==> src/design/fault_flag_map.svh <==
`ifndef FAULT_FLAG_MAP_SVH
`define FAULT_FLAG_MAP_SVH

// ----------------------------------------------------------------
// register byte offsets
// ----------------------------------------------------------------
`define OFS_FEATURE_ID 8'h00
`define OFS_CTRL 8'h04
`define OFS_RESUME 8'h08
`define OFS_EVT_STAT 8'h0c
`define OFS_EVT_VA_LO 8'h10
`define OFS_EVT_VA_HI 8'h14
`define OFS_EVT_IPA_LO 8'h18
`define OFS_EVT_IPA_HI 8'h1c
`define OFS_IRQ_STAT 8'h20
`define OFS_IRQ_MASK 8'h24

// ----------------------------------------------------------------
// field positions and encodings
// ----------------------------------------------------------------
`define CTRL_S1_STALL 0
`define CTRL_S2_STALL 1
`define CTRL_UPD_EN 2
`define RESUME_RETRY 0
`define RESUME_TERM 1
`define IRQ_ABORT 0
`define IRQ_STALL 1
`define IRQ_UPDATE 2
`define CAP_NONE 2'h0
`define CAP_AF_ONLY 2'h1
`define CAP_AF_DIRTY 2'h2
`define DESC_AF_BIT 10
`define DESC_WR_BIT 7
`define DESC_DBM_BIT 51

// ----------------------------------------------------------------
// reset values
// ----------------------------------------------------------------
`define CTRL_RESET 3'h0
`define IRQ_MASK_RESET 3'h0

`endif

==> src/design/fault_flag_pkg.sv <==
package fault_flag_pkg;

  // ----------------------------------------------------------------
  // fault report from the translation pipeline
  // ----------------------------------------------------------------
  typedef struct packed {
    logic valid;
    logic translation;
    logic stage2;
    logic walk;
    logic [3:0] code;
    logic [63:0] va;
    logic [63:0] ipa;
  } fault_req_t;

  // ----------------------------------------------------------------
  // descriptor handed over for flag maintenance
  // ----------------------------------------------------------------
  typedef struct packed {
    logic valid;
    logic long_fmt;
    logic leaf;
    logic write;
    logic stage2;
    logic ha_en;
    logic hd_en;
    logic [63:0] addr;
    logic [63:0] data;
  } desc_req_t;

  typedef struct packed {
    logic valid;
    logic access_fault;
    logic perm_fault;
    logic [63:0] data;
  } desc_res_t;

  typedef struct packed {
    logic valid;
    logic [63:0] addr;
    logic [63:0] expect_val;
    logic [63:0] swap_val;
  } cas_req_t;

  typedef enum logic [0:0] {UPD_IDLE, UPD_CAS} upd_state_t;

endpackage

==> src/design/fault_flag_unit.sv <==
// The register offsets and the Wishbone slave port are this design's own decisions.
`timescale 1ns/1ps
`include "fault_flag_map.svh"
module fault_flag_unit
  import fault_flag_pkg::*;
#(
  parameter logic [1:0] HW_UPD_CAP = `CAP_AF_DIRTY
) (
  input wire logic clk,
  input wire logic arst_n,
  input wire logic wb_cyc_i,
  input wire logic wb_stb_i,
  input wire logic wb_we_i,
  input wire logic [7:0] wb_adr_i,
  input wire logic [3:0] wb_sel_i,
  input wire logic [31:0] wb_dat_i,
  output logic [31:0] wb_dat_o,
  output logic wb_ack_o,
  input wire fault_flag_pkg::fault_req_t fault_i,
  output logic fault_ready,
  output logic xact_abort,
  output logic xact_stall,
  output logic xact_retry,
  output logic xact_term,
  input wire fault_flag_pkg::desc_req_t desc_i,
  output logic desc_ready,
  output fault_flag_pkg::desc_res_t desc_o,
  output fault_flag_pkg::cas_req_t mem_req,
  input wire logic mem_ack,
  input wire logic mem_ok,
  input wire logic [63:0] mem_rdata,
  output logic irq
);
  import fault_flag_pkg::*;

  // ----------------------------------------------------------------
  // state
  // ----------------------------------------------------------------
  typedef struct packed {
    logic [31:0] wb_dat;
    logic wb_ack;
    logic [2:0] ctrl;
    logic [2:0] irq_stat;
    logic [2:0] irq_mask;
    logic irq;
    logic evt_valid;
    logic evt_stage2;
    logic evt_stalled;
    logic [3:0] evt_code;
    logic [63:0] evt_va;
    logic [63:0] evt_ipa;
    logic fault_ready;
    logic abort;
    logic stall;
    logic retry;
    logic term;
    upd_state_t upd_st;
    desc_req_t upd_ctx;
    logic desc_ready;
    desc_res_t desc_res;
    cas_req_t cas;
  } state_t;

  state_t state_r;
  state_t state_nxt;

  // ----------------------------------------------------------------
  // descriptor helpers
  // ----------------------------------------------------------------
  // stage 1 write permission is AP[2]==0, stage 2 is S2AP[1]==1
  function automatic logic is_writable(input logic [63:0] d, input logic s2);
    is_writable = s2 ? d[`DESC_WR_BIT] : ~d[`DESC_WR_BIT];
  endfunction

  function automatic logic af_upd_on(input desc_req_t c, input logic [2:0] ctl);
    af_upd_on = (HW_UPD_CAP != `CAP_NONE) && ctl[`CTRL_UPD_EN] && c.ha_en &&
                c.long_fmt;
  endfunction

  function automatic logic dirty_upd_on(input desc_req_t c, input logic [2:0] ctl);
    dirty_upd_on = (HW_UPD_CAP == `CAP_AF_DIRTY) && ctl[`CTRL_UPD_EN] && c.hd_en &&
                   c.long_fmt && c.leaf;
  endfunction

  // new descriptor value; AF is only ever set, a stage 1 dirty update clears bit 7 (AP[2])
  function automatic logic [63:0] calc_new(input desc_req_t c, input logic [63:0] d,
                                          input logic [2:0] ctl);
    logic [63:0] v;
    v = d;
    if (af_upd_on(c, ctl)) begin
      v[`DESC_AF_BIT] = 1'b1;
    end
    if (c.write && dirty_upd_on(c, ctl) && d[`DESC_DBM_BIT] && !is_writable(d, c.stage2)) begin
      v[`DESC_WR_BIT] = c.stage2;
      v[`DESC_AF_BIT] = 1'b1;
    end
    calc_new = v;
  endfunction

  function automatic desc_res_t finish(input desc_req_t c, input logic [63:0] v);
    desc_res_t r;
    r.valid = 1'b1;
    r.access_fault = ~v[`DESC_AF_BIT];
    r.perm_fault = c.write & ~is_writable(v, c.stage2);
    r.data = v;
    finish = r;
  endfunction

  // ----------------------------------------------------------------
  // next state
  // ----------------------------------------------------------------
  always_comb begin
    logic acc;
    logic [2:0] ev_set;
    logic [2:0] ev_clr;
    logic eff_s2;
    logic stall_cfg;
    logic [63:0] nv;
    acc = 1'b0;
    ev_set = 3'h0;
    ev_clr = 3'h0;
    eff_s2 = 1'b0;
    stall_cfg = 1'b0;
    nv = 64'h0;
    state_nxt = state_r;
    state_nxt.wb_ack = 1'b0;
    state_nxt.abort = 1'b0;
    state_nxt.retry = 1'b0;
    state_nxt.term = 1'b0;
    state_nxt.desc_res.valid = 1'b0;

    // bus slave: one wait state, unmapped reads return zero
    acc = wb_cyc_i & wb_stb_i & ~state_r.wb_ack;
    if (acc) begin
      state_nxt.wb_ack = 1'b1;
      case (wb_adr_i)
        `OFS_FEATURE_ID: state_nxt.wb_dat = {30'h0, HW_UPD_CAP};
        `OFS_CTRL: state_nxt.wb_dat = {29'h0, state_r.ctrl};
        `OFS_EVT_STAT: state_nxt.wb_dat = {24'h0, state_r.evt_code, 1'b0,
                                            state_r.evt_stalled, state_r.evt_stage2,
                                            state_r.evt_valid};
        `OFS_EVT_VA_LO: state_nxt.wb_dat = state_r.evt_va[31:0];
        `OFS_EVT_VA_HI: state_nxt.wb_dat = state_r.evt_va[63:32];
        `OFS_EVT_IPA_LO: state_nxt.wb_dat = state_r.evt_ipa[31:0];
        `OFS_EVT_IPA_HI: state_nxt.wb_dat = state_r.evt_ipa[63:32];
        `OFS_IRQ_STAT: state_nxt.wb_dat = {29'h0, state_r.irq_stat};
        `OFS_IRQ_MASK: state_nxt.wb_dat = {29'h0, state_r.irq_mask};
        default: state_nxt.wb_dat = 32'h0;
      endcase
      if (wb_we_i && wb_sel_i[0]) begin
        case (wb_adr_i)
          `OFS_CTRL: state_nxt.ctrl = wb_dat_i[2:0];
          `OFS_IRQ_STAT: ev_clr = wb_dat_i[2:0];
          `OFS_IRQ_MASK: state_nxt.irq_mask = wb_dat_i[2:0];
          `OFS_RESUME: begin
            // a resume with no stall pending is ignored
            if (state_r.stall && wb_dat_i[`RESUME_RETRY]) begin
              state_nxt.stall = 1'b0;
              state_nxt.retry = 1'b1;
            end else if (state_r.stall && wb_dat_i[`RESUME_TERM]) begin
              state_nxt.stall = 1'b0;
              state_nxt.term = 1'b1;
            end
          end
          default: begin
          end
        endcase
      end
    end

    // fault disposition
    if (fault_i.valid && state_r.fault_ready) begin
      eff_s2 = fault_i.stage2 | fault_i.walk;
      stall_cfg = eff_s2 ? state_r.ctrl[`CTRL_S2_STALL] : state_r.ctrl[`CTRL_S1_STALL];
      state_nxt.evt_valid = 1'b1;
      state_nxt.evt_stage2 = eff_s2;
      state_nxt.evt_code = fault_i.code;
      state_nxt.evt_va = fault_i.va;
      state_nxt.evt_ipa = eff_s2 ? fault_i.ipa : 64'h0;
      if (fault_i.translation && stall_cfg) begin
        state_nxt.stall = 1'b1;
        state_nxt.evt_stalled = 1'b1;
        ev_set[`IRQ_STALL] = 1'b1;
      end else begin
        state_nxt.abort = 1'b1;
        state_nxt.evt_stalled = 1'b0;
        ev_set[`IRQ_ABORT] = 1'b1;
      end
    end
    // one stall at a time; the pipeline holds off behind it
    state_nxt.fault_ready = ~state_nxt.stall;

    // hardware flag update
    case (state_r.upd_st)
      UPD_IDLE: begin
        if (desc_i.valid && state_r.desc_ready) begin
          nv = calc_new(desc_i, desc_i.data, state_r.ctrl);
          if (nv != desc_i.data) begin
            state_nxt.upd_st = UPD_CAS;
            state_nxt.upd_ctx = desc_i;
            state_nxt.desc_ready = 1'b0;
            state_nxt.cas.valid = 1'b1;
            state_nxt.cas.addr = desc_i.addr;
            state_nxt.cas.expect_val = desc_i.data;
            state_nxt.cas.swap_val = nv;
          end else begin
            state_nxt.desc_res = finish(desc_i, desc_i.data);
          end
        end
      end
      UPD_CAS: begin
        if (mem_ack) begin
          if (mem_ok) begin
            state_nxt.cas.valid = 1'b0;
            state_nxt.upd_st = UPD_IDLE;
            state_nxt.desc_ready = 1'b1;
            state_nxt.desc_res = finish(state_r.upd_ctx, state_r.cas.swap_val);
            ev_set[`IRQ_UPDATE] = 1'b1;
          end else begin
            // another agent changed it: recompute on the fresh value
            nv = calc_new(state_r.upd_ctx, mem_rdata, state_r.ctrl);
            if (nv != mem_rdata) begin
              state_nxt.cas.expect_val = mem_rdata;
              state_nxt.cas.swap_val = nv;
            end else begin
              state_nxt.cas.valid = 1'b0;
              state_nxt.upd_st = UPD_IDLE;
              state_nxt.desc_ready = 1'b1;
              state_nxt.desc_res = finish(state_r.upd_ctx, mem_rdata);
            end
          end
        end
      end
      default: begin
        state_nxt.upd_st = UPD_IDLE;
        state_nxt.cas.valid = 1'b0;
        state_nxt.desc_ready = 1'b1;
      end
    endcase

    // sticky status, set wins over write-one-to-clear
    state_nxt.irq_stat = (state_r.irq_stat & ~ev_clr) | ev_set;
    state_nxt.irq = |(state_nxt.irq_stat & state_nxt.irq_mask);
  end

  // ----------------------------------------------------------------
  // registers
  // ----------------------------------------------------------------
  always_ff @(posedge clk or negedge arst_n) begin
    if (!arst_n) begin
      state_r <= '0;
      state_r.ctrl <= `CTRL_RESET;
      state_r.irq_mask <= `IRQ_MASK_RESET;
      state_r.fault_ready <= 1'b1;
      state_r.desc_ready <= 1'b1;
      state_r.upd_st <= UPD_IDLE;
    end else begin
      state_r <= state_nxt;
    end
  end

  // ----------------------------------------------------------------
  // outputs
  // ----------------------------------------------------------------
  assign wb_dat_o = state_r.wb_dat;
  assign wb_ack_o = state_r.wb_ack;
  assign fault_ready = state_r.fault_ready;
  assign xact_abort = state_r.abort;
  assign xact_stall = state_r.stall;
  assign xact_retry = state_r.retry;
  assign xact_term = state_r.term;
  assign desc_ready = state_r.desc_ready;
  assign desc_o = state_r.desc_res;
  assign mem_req = state_r.cas;
  assign irq = state_r.irq;

endmodule // fault_flag_unit

==> config.mk <==
export PLATFORM = sky130hd
export DESIGN_NAME = fault_flag_unit
export DESIGN_NICKNAME = d
export VERILOG_FILES = /design/src/design/fault_flag_pkg.sv /design/src/design/fault_flag_unit.sv
export VERILOG_INCLUDE_DIRS = /design/src /design/src/design
export SDC_FILE = /design/constraint.sdc
export NUM_CORES = 1
export LEC_CHECK = 0
export BUFFER_PORTS_ARGS = -buffer_cell sky130_fd_sc_hd__buf_4
export CORE_ASPECT_RATIO = 0.9
export CORE_MARGIN = 2
export CORE_UTILIZATION = 26
export CTS_CLUSTER_SIZE = 30
export DETAILED_ROUTE_END_ITERATION = 8
export GPL_TIMING_DRIVEN = 1
export PLACE_DENSITY_LB_ADDON = 0.3
export SYNTH_ARGS = -nofsm -noshare
export SYNTH_HDL_FRONTEND = slang
export SYNTH_SLANG_ARGS = --single-unit
export TNS_END_PERCENT = 5
==> constraint.sdc <==
create_clock -name clk -period 1.8 [get_ports clk]
set_input_delay 0.09 -clock clk [delete_from_list [all_inputs] [get_ports clk]]
set_output_delay 0.09 -clock clk [all_outputs]
set_load 0.01 [all_outputs]
After elaboration in Yosys (flattened, before gate mapping):

Cells that the tools add are included.

* bits in registers: 516
* output and inout port bits: 300
* input port bits: 386

* reduce and logical (&&, ||, !) cells: 31
* equal/unequal tests: 18
* bitwise operators: 22
* mux-type cells: 63

Operator list (count)
* 2-to-1 mux 397 bit: 1
* 2-to-1 mux 128 bit: 3
* one-hot mux 32 bit (9 select lines): 1
* one-hot mux 128 bit (2 select lines): 1
* 2-to-1 mux 69 bit: 3
* 2-to-1 mux 193 bit: 1
* one-hot mux 69 bit (2 select lines): 1
* 2-to-1 mux 137 bit: 1
* 2-to-1 mux 67 bit: 1
* 2-to-1 mux 64 bit: 1
* 2-to-1 mux 1 bit: 34
* 2-to-1 mux 3 bit: 11
* equality test 8 x 5 -> 1 bit, second input constant: 4
* logical AND 1 bit: 22
* equality test 8 x 4 -> 1 bit, second input constant: 2
* equality test 8 x 6 -> 1 bit, second input constant: 2
* NOT 1 bit: 12
* inequality test 2 bit, second input constant: 5
* equality test 8 x 3 -> 1 bit, second input constant: 1
* logical NOT 8 bit: 1
* AND reduction 4 bit: 2
* bitwise AND 3 bit: 2
* AND reduction 3 bit: 2
* bitwise AND 1 bit: 5
* other kinds (12): 15

Logic depth before layout (Yosys ltp):

* word-level depth: 15
* depth in mapped cells: 8

Worst setup path after synthesis:

OpenSTA, ideal clock, no wires.

* kind: register to register
* start: reg state_r (netlist bit wb_ack_o)
* end: reg state_r (netlist bit irq)
* data required time: 1674 ps
* period minus slack after synthesis: 1992 ps
* setup time: 126 ps
* arrival time: 1866 ps
* cell stages (with the launch flop): 6
* path slack: -192 ps
* cell sequence: dfrtp_1 nand3b_1 nor4_4 mux2_2 a21boi_1 a221o_1

RTL lines
* start, declared: line fault_flag_unit.sv:64 `state_t state_r;`
* start signal, assigned: line fault_flag_unit.sv:258 `state_r <= state_nxt;`

Final worst setup path:

* start: reg state_r[546] (netlist bit)
* end: reg state_r (netlist bit mem_req[117])

* longest elaborated chain between the ends: 13
* elaborated cells on any way between the ends: 37
* those cells by class: 4 x eq/ne; 16 x mux; 17 x reduce/logical

Ends and longest elaborated chain
* logical AND 1 bit (3 in series): line fault_flag_unit.sv:81 `` dirty_upd_on = (HW_UPD_CAP == `CAP_AF_DIRTY) && ctl[`CTRL_UPD_EN] && c.hd_en && ``
* logical AND 1 bit (3 in series): line fault_flag_unit.sv:93 `` if (c.write && dirty_upd_on(c, ctl) && d[`DESC_DBM_BIT] && !is_writable(d, c.stage2)) begin ``
* 2-to-1 mux 1 bit: line fault_flag_unit.sv:93
* 2-to-1 mux 1 bit: line fault_flag_unit.sv:213 `if (mem_ok) begin`
* 2-to-1 mux 1 bit: line fault_flag_unit.sv:212 `if (mem_ack) begin`
* 2-to-1 mux 1 bit: line fault_flag_unit.sv:194 `case (state_r.upd_st)`
* inequality test 2 bit: line fault_flag_unit.sv:222 `if (nv != mem_rdata) begin`
* inequality test 2 x 1 -> 1 bit (no line)
* AND reduction 5 bit (no line) (*)

Mark *: on every way between the ends. The rest lies on a longest branch, timed or not. The select of a mux whose other input is x is not followed.
A chain may end at the register's enable or synchronous reset.

==> metrics.sh <==
DIE-WIDTH_UM=288
NUMBER_OF_BUFFERS_CREATED_BY_CTS=47
NUMBER_OF_PORT_BUFFERS=653
ROWS=93
DP_HPWL_UM=50100
MOST_FREQUENT_CELL_AFTER_SYNTHESIS='dfrtp_1'
REG2REG_DEPTH=7
CRITICAL_PATH.MAX_STAGE_DELAY_NS=0.49
YS_SEQ_ELEMENTS=389
ACHIEVABLE-FREQUENCY_MHz=510
TOTAL_LEAKAGE_POWER_nW=14.1
TIMING.MAX_CAP.VIOLATIONS=0
FIN_HOLD_WS_NS=0.0355
DRT_FIRST_ITER_VIOLATIONS=1018
WORST_SLACK_PLACED_NS=-0.289
REMAINING_DRC_ERRORS=0
SYN-NUM-NETS=2150
HTREEDEPTH=2
CLOCK_SINKS=389
SETUP.WORST_PATH.END_CLASS='register'
DIE-HEIGHT_UM=260
SYN_AREA_SQ_UM=18900
POST-ROUTE-MIN-PERIOD_NS=1.96
FINCLKSKEW_NS=0.0334
HOLD_PATH_STARTPOINT='wb_adr_i[4]'
YOSYS.CELL_TYPES.COUNT=67
GRT_ANTENNA_BEFORE_REPAIR=3
WORST_MIN_DELAY_PATH_CATEGORY='primary input to register'
WORSTMARGINPINSLEW_NS=0.663
CRIT_PATH_TOP_DELAY_CELL='or3_4'
CRITICAL_PATH.TOP_DELAY_FAMILY='simple AND/OR/NAND/NOR gates'
YS.FLOP_TYPE='dfrtp_1'
R2R-END='mem_req[117]$_DFFE_PN0P_'
SETUP.WORST_PATH.CLASS='register to register'
WORST-PATH-MAX-FANOUT=32
POST-ROUTE-PERIOD-UTIL_PCT=109
FINAL_MAX_SLEW_VIOL_COUNT=0
GRT_OVERFLOW=0
CRITPATHREQUIREDTIME_NS=2.26
R2R_SLACK_NS=-0.16
SYNTH_AREA_LEADERS='dfrtp_1 (51%), buf_4 (12%), nand2_1 (6.8%)'
NUMBER_OF_HOLD_VIOLATIONS_IN_THE_FINAL_REPORT=0
GLOBAL_ROUTE_WIRE_LENGTH_BEFORE_REPAIR_UM=109000
GLOBALROUTETOTALUTIL_PCT=18.6
RELSLEWSLACK_PCT=55.8
1ST_PASS_ROUTER_ITERATIONS=7
GRT_PASS1_VIAS=17818
GPL.FINAL_WEIGHTED_CONGESTION=0.838
NUMBER_OF_FAILING_SETUP_ENDPOINTS_IN_THE_FINAL_TIMING_REPORT=126
RUN_STATUS='finished with violations'
YOSYSTOPAREACELLSHARE_PCT=51.3
IO-PIN-COUNT=686
YOSYS_WARNINGS=0
CTS.REPORTEDPATHS.CLKPINSLEW_NS=0.06
LAYOUT_SETUP_WS_NS=-0.159
GRT_MAX_DEGREE=105
SETUP.WORST_PATH.START_CLASS='register'
YOSYS.AREA.TOP_TYPE='dfrtp_1'
DRIVE_ABOVE_1_SHARE_PCT=39.5
CP_DATA_ARRIVAL_TIME_NS=2.42
WORST_SETUP_PATH_STARTPOINT='state_r[546]$_DFFE_PN0P_'
INSERTION_DELAY_OF_THE_LATER_CLOCKED_PIN_IN_THE_WORST_SKEW_PAIR_NS=0.60
POSTSYNTH.ASYNCRESETSHARE_PCT=100
SYNTH_EDF_COUNT=0
SYNTH.YOSYS.SEQ_AREA_SHARE_PCT=51.6
TRITONCTS='yes'
ROUTED_WIRE_LENGTH_PER_INSTANCE_UM=20.9
ROUTED_VIA_DENSITY=4.85
POSTLAYOUTCOREUTIL_PCT=40.4
ROUTE.ANTENNA.REMAINING_NETS=0
CLK_PATH_BUF_DEPTH=3
LAYOUT.NETS=2897
SYN_AVG_CELL_AREA_SQ_UM=10.7
CORE_AREA_SQ_UM=71700
POWERDENSITY_nW_PER_UM2=746
LAYOUT-AREA-OVERHEAD-VS-SYNTH_PCT=53.5
CRIT_BUF_INV=2
IR_DROP_mV=0.584
VIAS=16981
TOTALNEGATIVESETUPSLACK_NS=-12.90
DESIGN.DIE.AREA_SQ_UM=74800
SETUP_REPAIR_AFTER_GLOBAL_ROUTING_MISSED_ITS_MARGIN='true'
R2R-START='state_r[546]$_DFFE_PN0P_'
CRITICAL_PATH_DEPTH=7
FAILED_CHECKS='setup timing'
CP_CELL_SEQUENCE='and4b_1 -> buf_6 -> a31oi_1 -> or3_4 -> bufbuf_16 -> nand3_1 -> nand2_1'
NETLIST_INSTANCES=1764
SYNTH.TOP_CELLS.BY_COUNT='dfrtp_1 (387), nand2_1 (343), buf_4 (293)'
WIRELENGTH_UM=73100
CLOCKROOTBUFFER='clkbuf_16'
WORSTSETUPENDPOINT='mem_req[117]$_DFFE_PN0P_'
INITIAL_UTILIZATION_PCT=26.3
[flip-flops by register name (all words and copies together) (netlist names)]
signal	count
xact_abort	1
desc_ready	1
wb_dat_o	32
mem_req	131
fault_ready	1
wb_ack_o	1
irq	1
xact_stall	1
state_r	151
xact_term	1
xact_retry	1
desc_o	67
[how the worst min path moves through the flow]
stage                               endpoint  slack, ns  cells past startpoint
CTS                   state_r[538]$_DFF_PN0_    -0.0005                      4
detailed placement  mem_req[186]$_DFFE_PN0P_       0.11                      1
finish               wb_dat_o[1]$_DFFE_PN0P_       0.04                      5
global route          state_r[538]$_DFF_PN0_       0.03                      4
floorplan              desc_o[0]$_DFFE_PN0P_      -0.21                      0
global placement    mem_req[186]$_DFFE_PN0P_       0.11                      1
[layout by cell type, fill, tap and decap left out, drive strengths merged, types with 39 or more instances in the layout]
| cell type | Yosys | final |
|---|---|---|
| o221a | 43 | 43 |
| o21ai | 60 | 60 |
| a22o | 67 | 67 |
| dlygate4sd3 | 0 | 337 |
| clkbuf | 86 | 69 |
| a22oi | 39 | 39 |
| buf | 326 | 772 |
| nand3 | 54 | 54 |
| nand2 | 343 | 343 |
| a221o | 43 | 43 |
| dfrtp | 387 | 387 |
| mux2 | 80 | 80 |
[timing repair]
item | in CTS | in global routing
hold buffers | 337 | 0
resized for setup | 33 | 13
hold endpoints to repair | 695 | 0
pin swaps | 44 | 10
setup endpoints to repair | 201 | 199
buffers inserted | 7 | 1
cloned | 5 | 0
[final cells by class]
type / count / area (sq um)
well taps: 950 / 1190
clock buffers: 69 / 1360
diodes: 5 / 12.5
multi-input cells: 958 / 6610
repair buffers: 1110 / 9790
flip-flops and latches: 389 / 9740
inverters: 5 / 18.8
fillers: 6809 / 42700
clock inverters: 15 / 262
[metrics by stage]
stage | power (mW) | instance area [sq um] | std cells
final | 21.6 | 29000 | 3501
after global placement | 11.1 | 23600 | 3063
after detailed placement | 11.1 | 23600 | 3063
after global routing | 22.5 | 29000 | 3500
after floorplan | 9.94 | 18900 | 1764
after CTS | 21.9 | 28900 | 3495
[power breakdown]
part           leakage [nW]  internal [mW]  total (mW)  switching, mW
Sequential             5.16           9.08        9.28          0.194
Clock                 0.793           5.97        9.93           3.96
Combinational          8.10           1.46        2.40          0.940
Total                  14.1           16.5        21.6           5.09
[cell families (layout without fill, tap and decap cells)]
kind of cell    Yosys count  in the layout  share of synthesized area [%]
flops                   389            389                           51.6
simple gates            462            462                           10.6
xor+xnor                  3              3                          0.139
mux                      90             90                           5.30
compound gates          403            403                           18.0
other cells               0              5                              0
buf+inv                 417           1199                           14.4
[worst min-delay path, stage by stage]
cell and delay, ns:
buf_4 0.08, buf_4 0.10, nor3_1 0.07, o211ai_1 0.09, o311ai_0 0.13
[metal layers]
metal / vias up / global-route usage, % / part of all wire [%]
met3: 152 / 3.48 / 6.9
met5: - / 0 / 0
met2: 724 / 31.2 / 48
met1: 8534 / 23.7 / 41
met4: 0 / 7.51 / 3.7
li1: 7571 / - / -
Power figures use the tool's default switching activity.
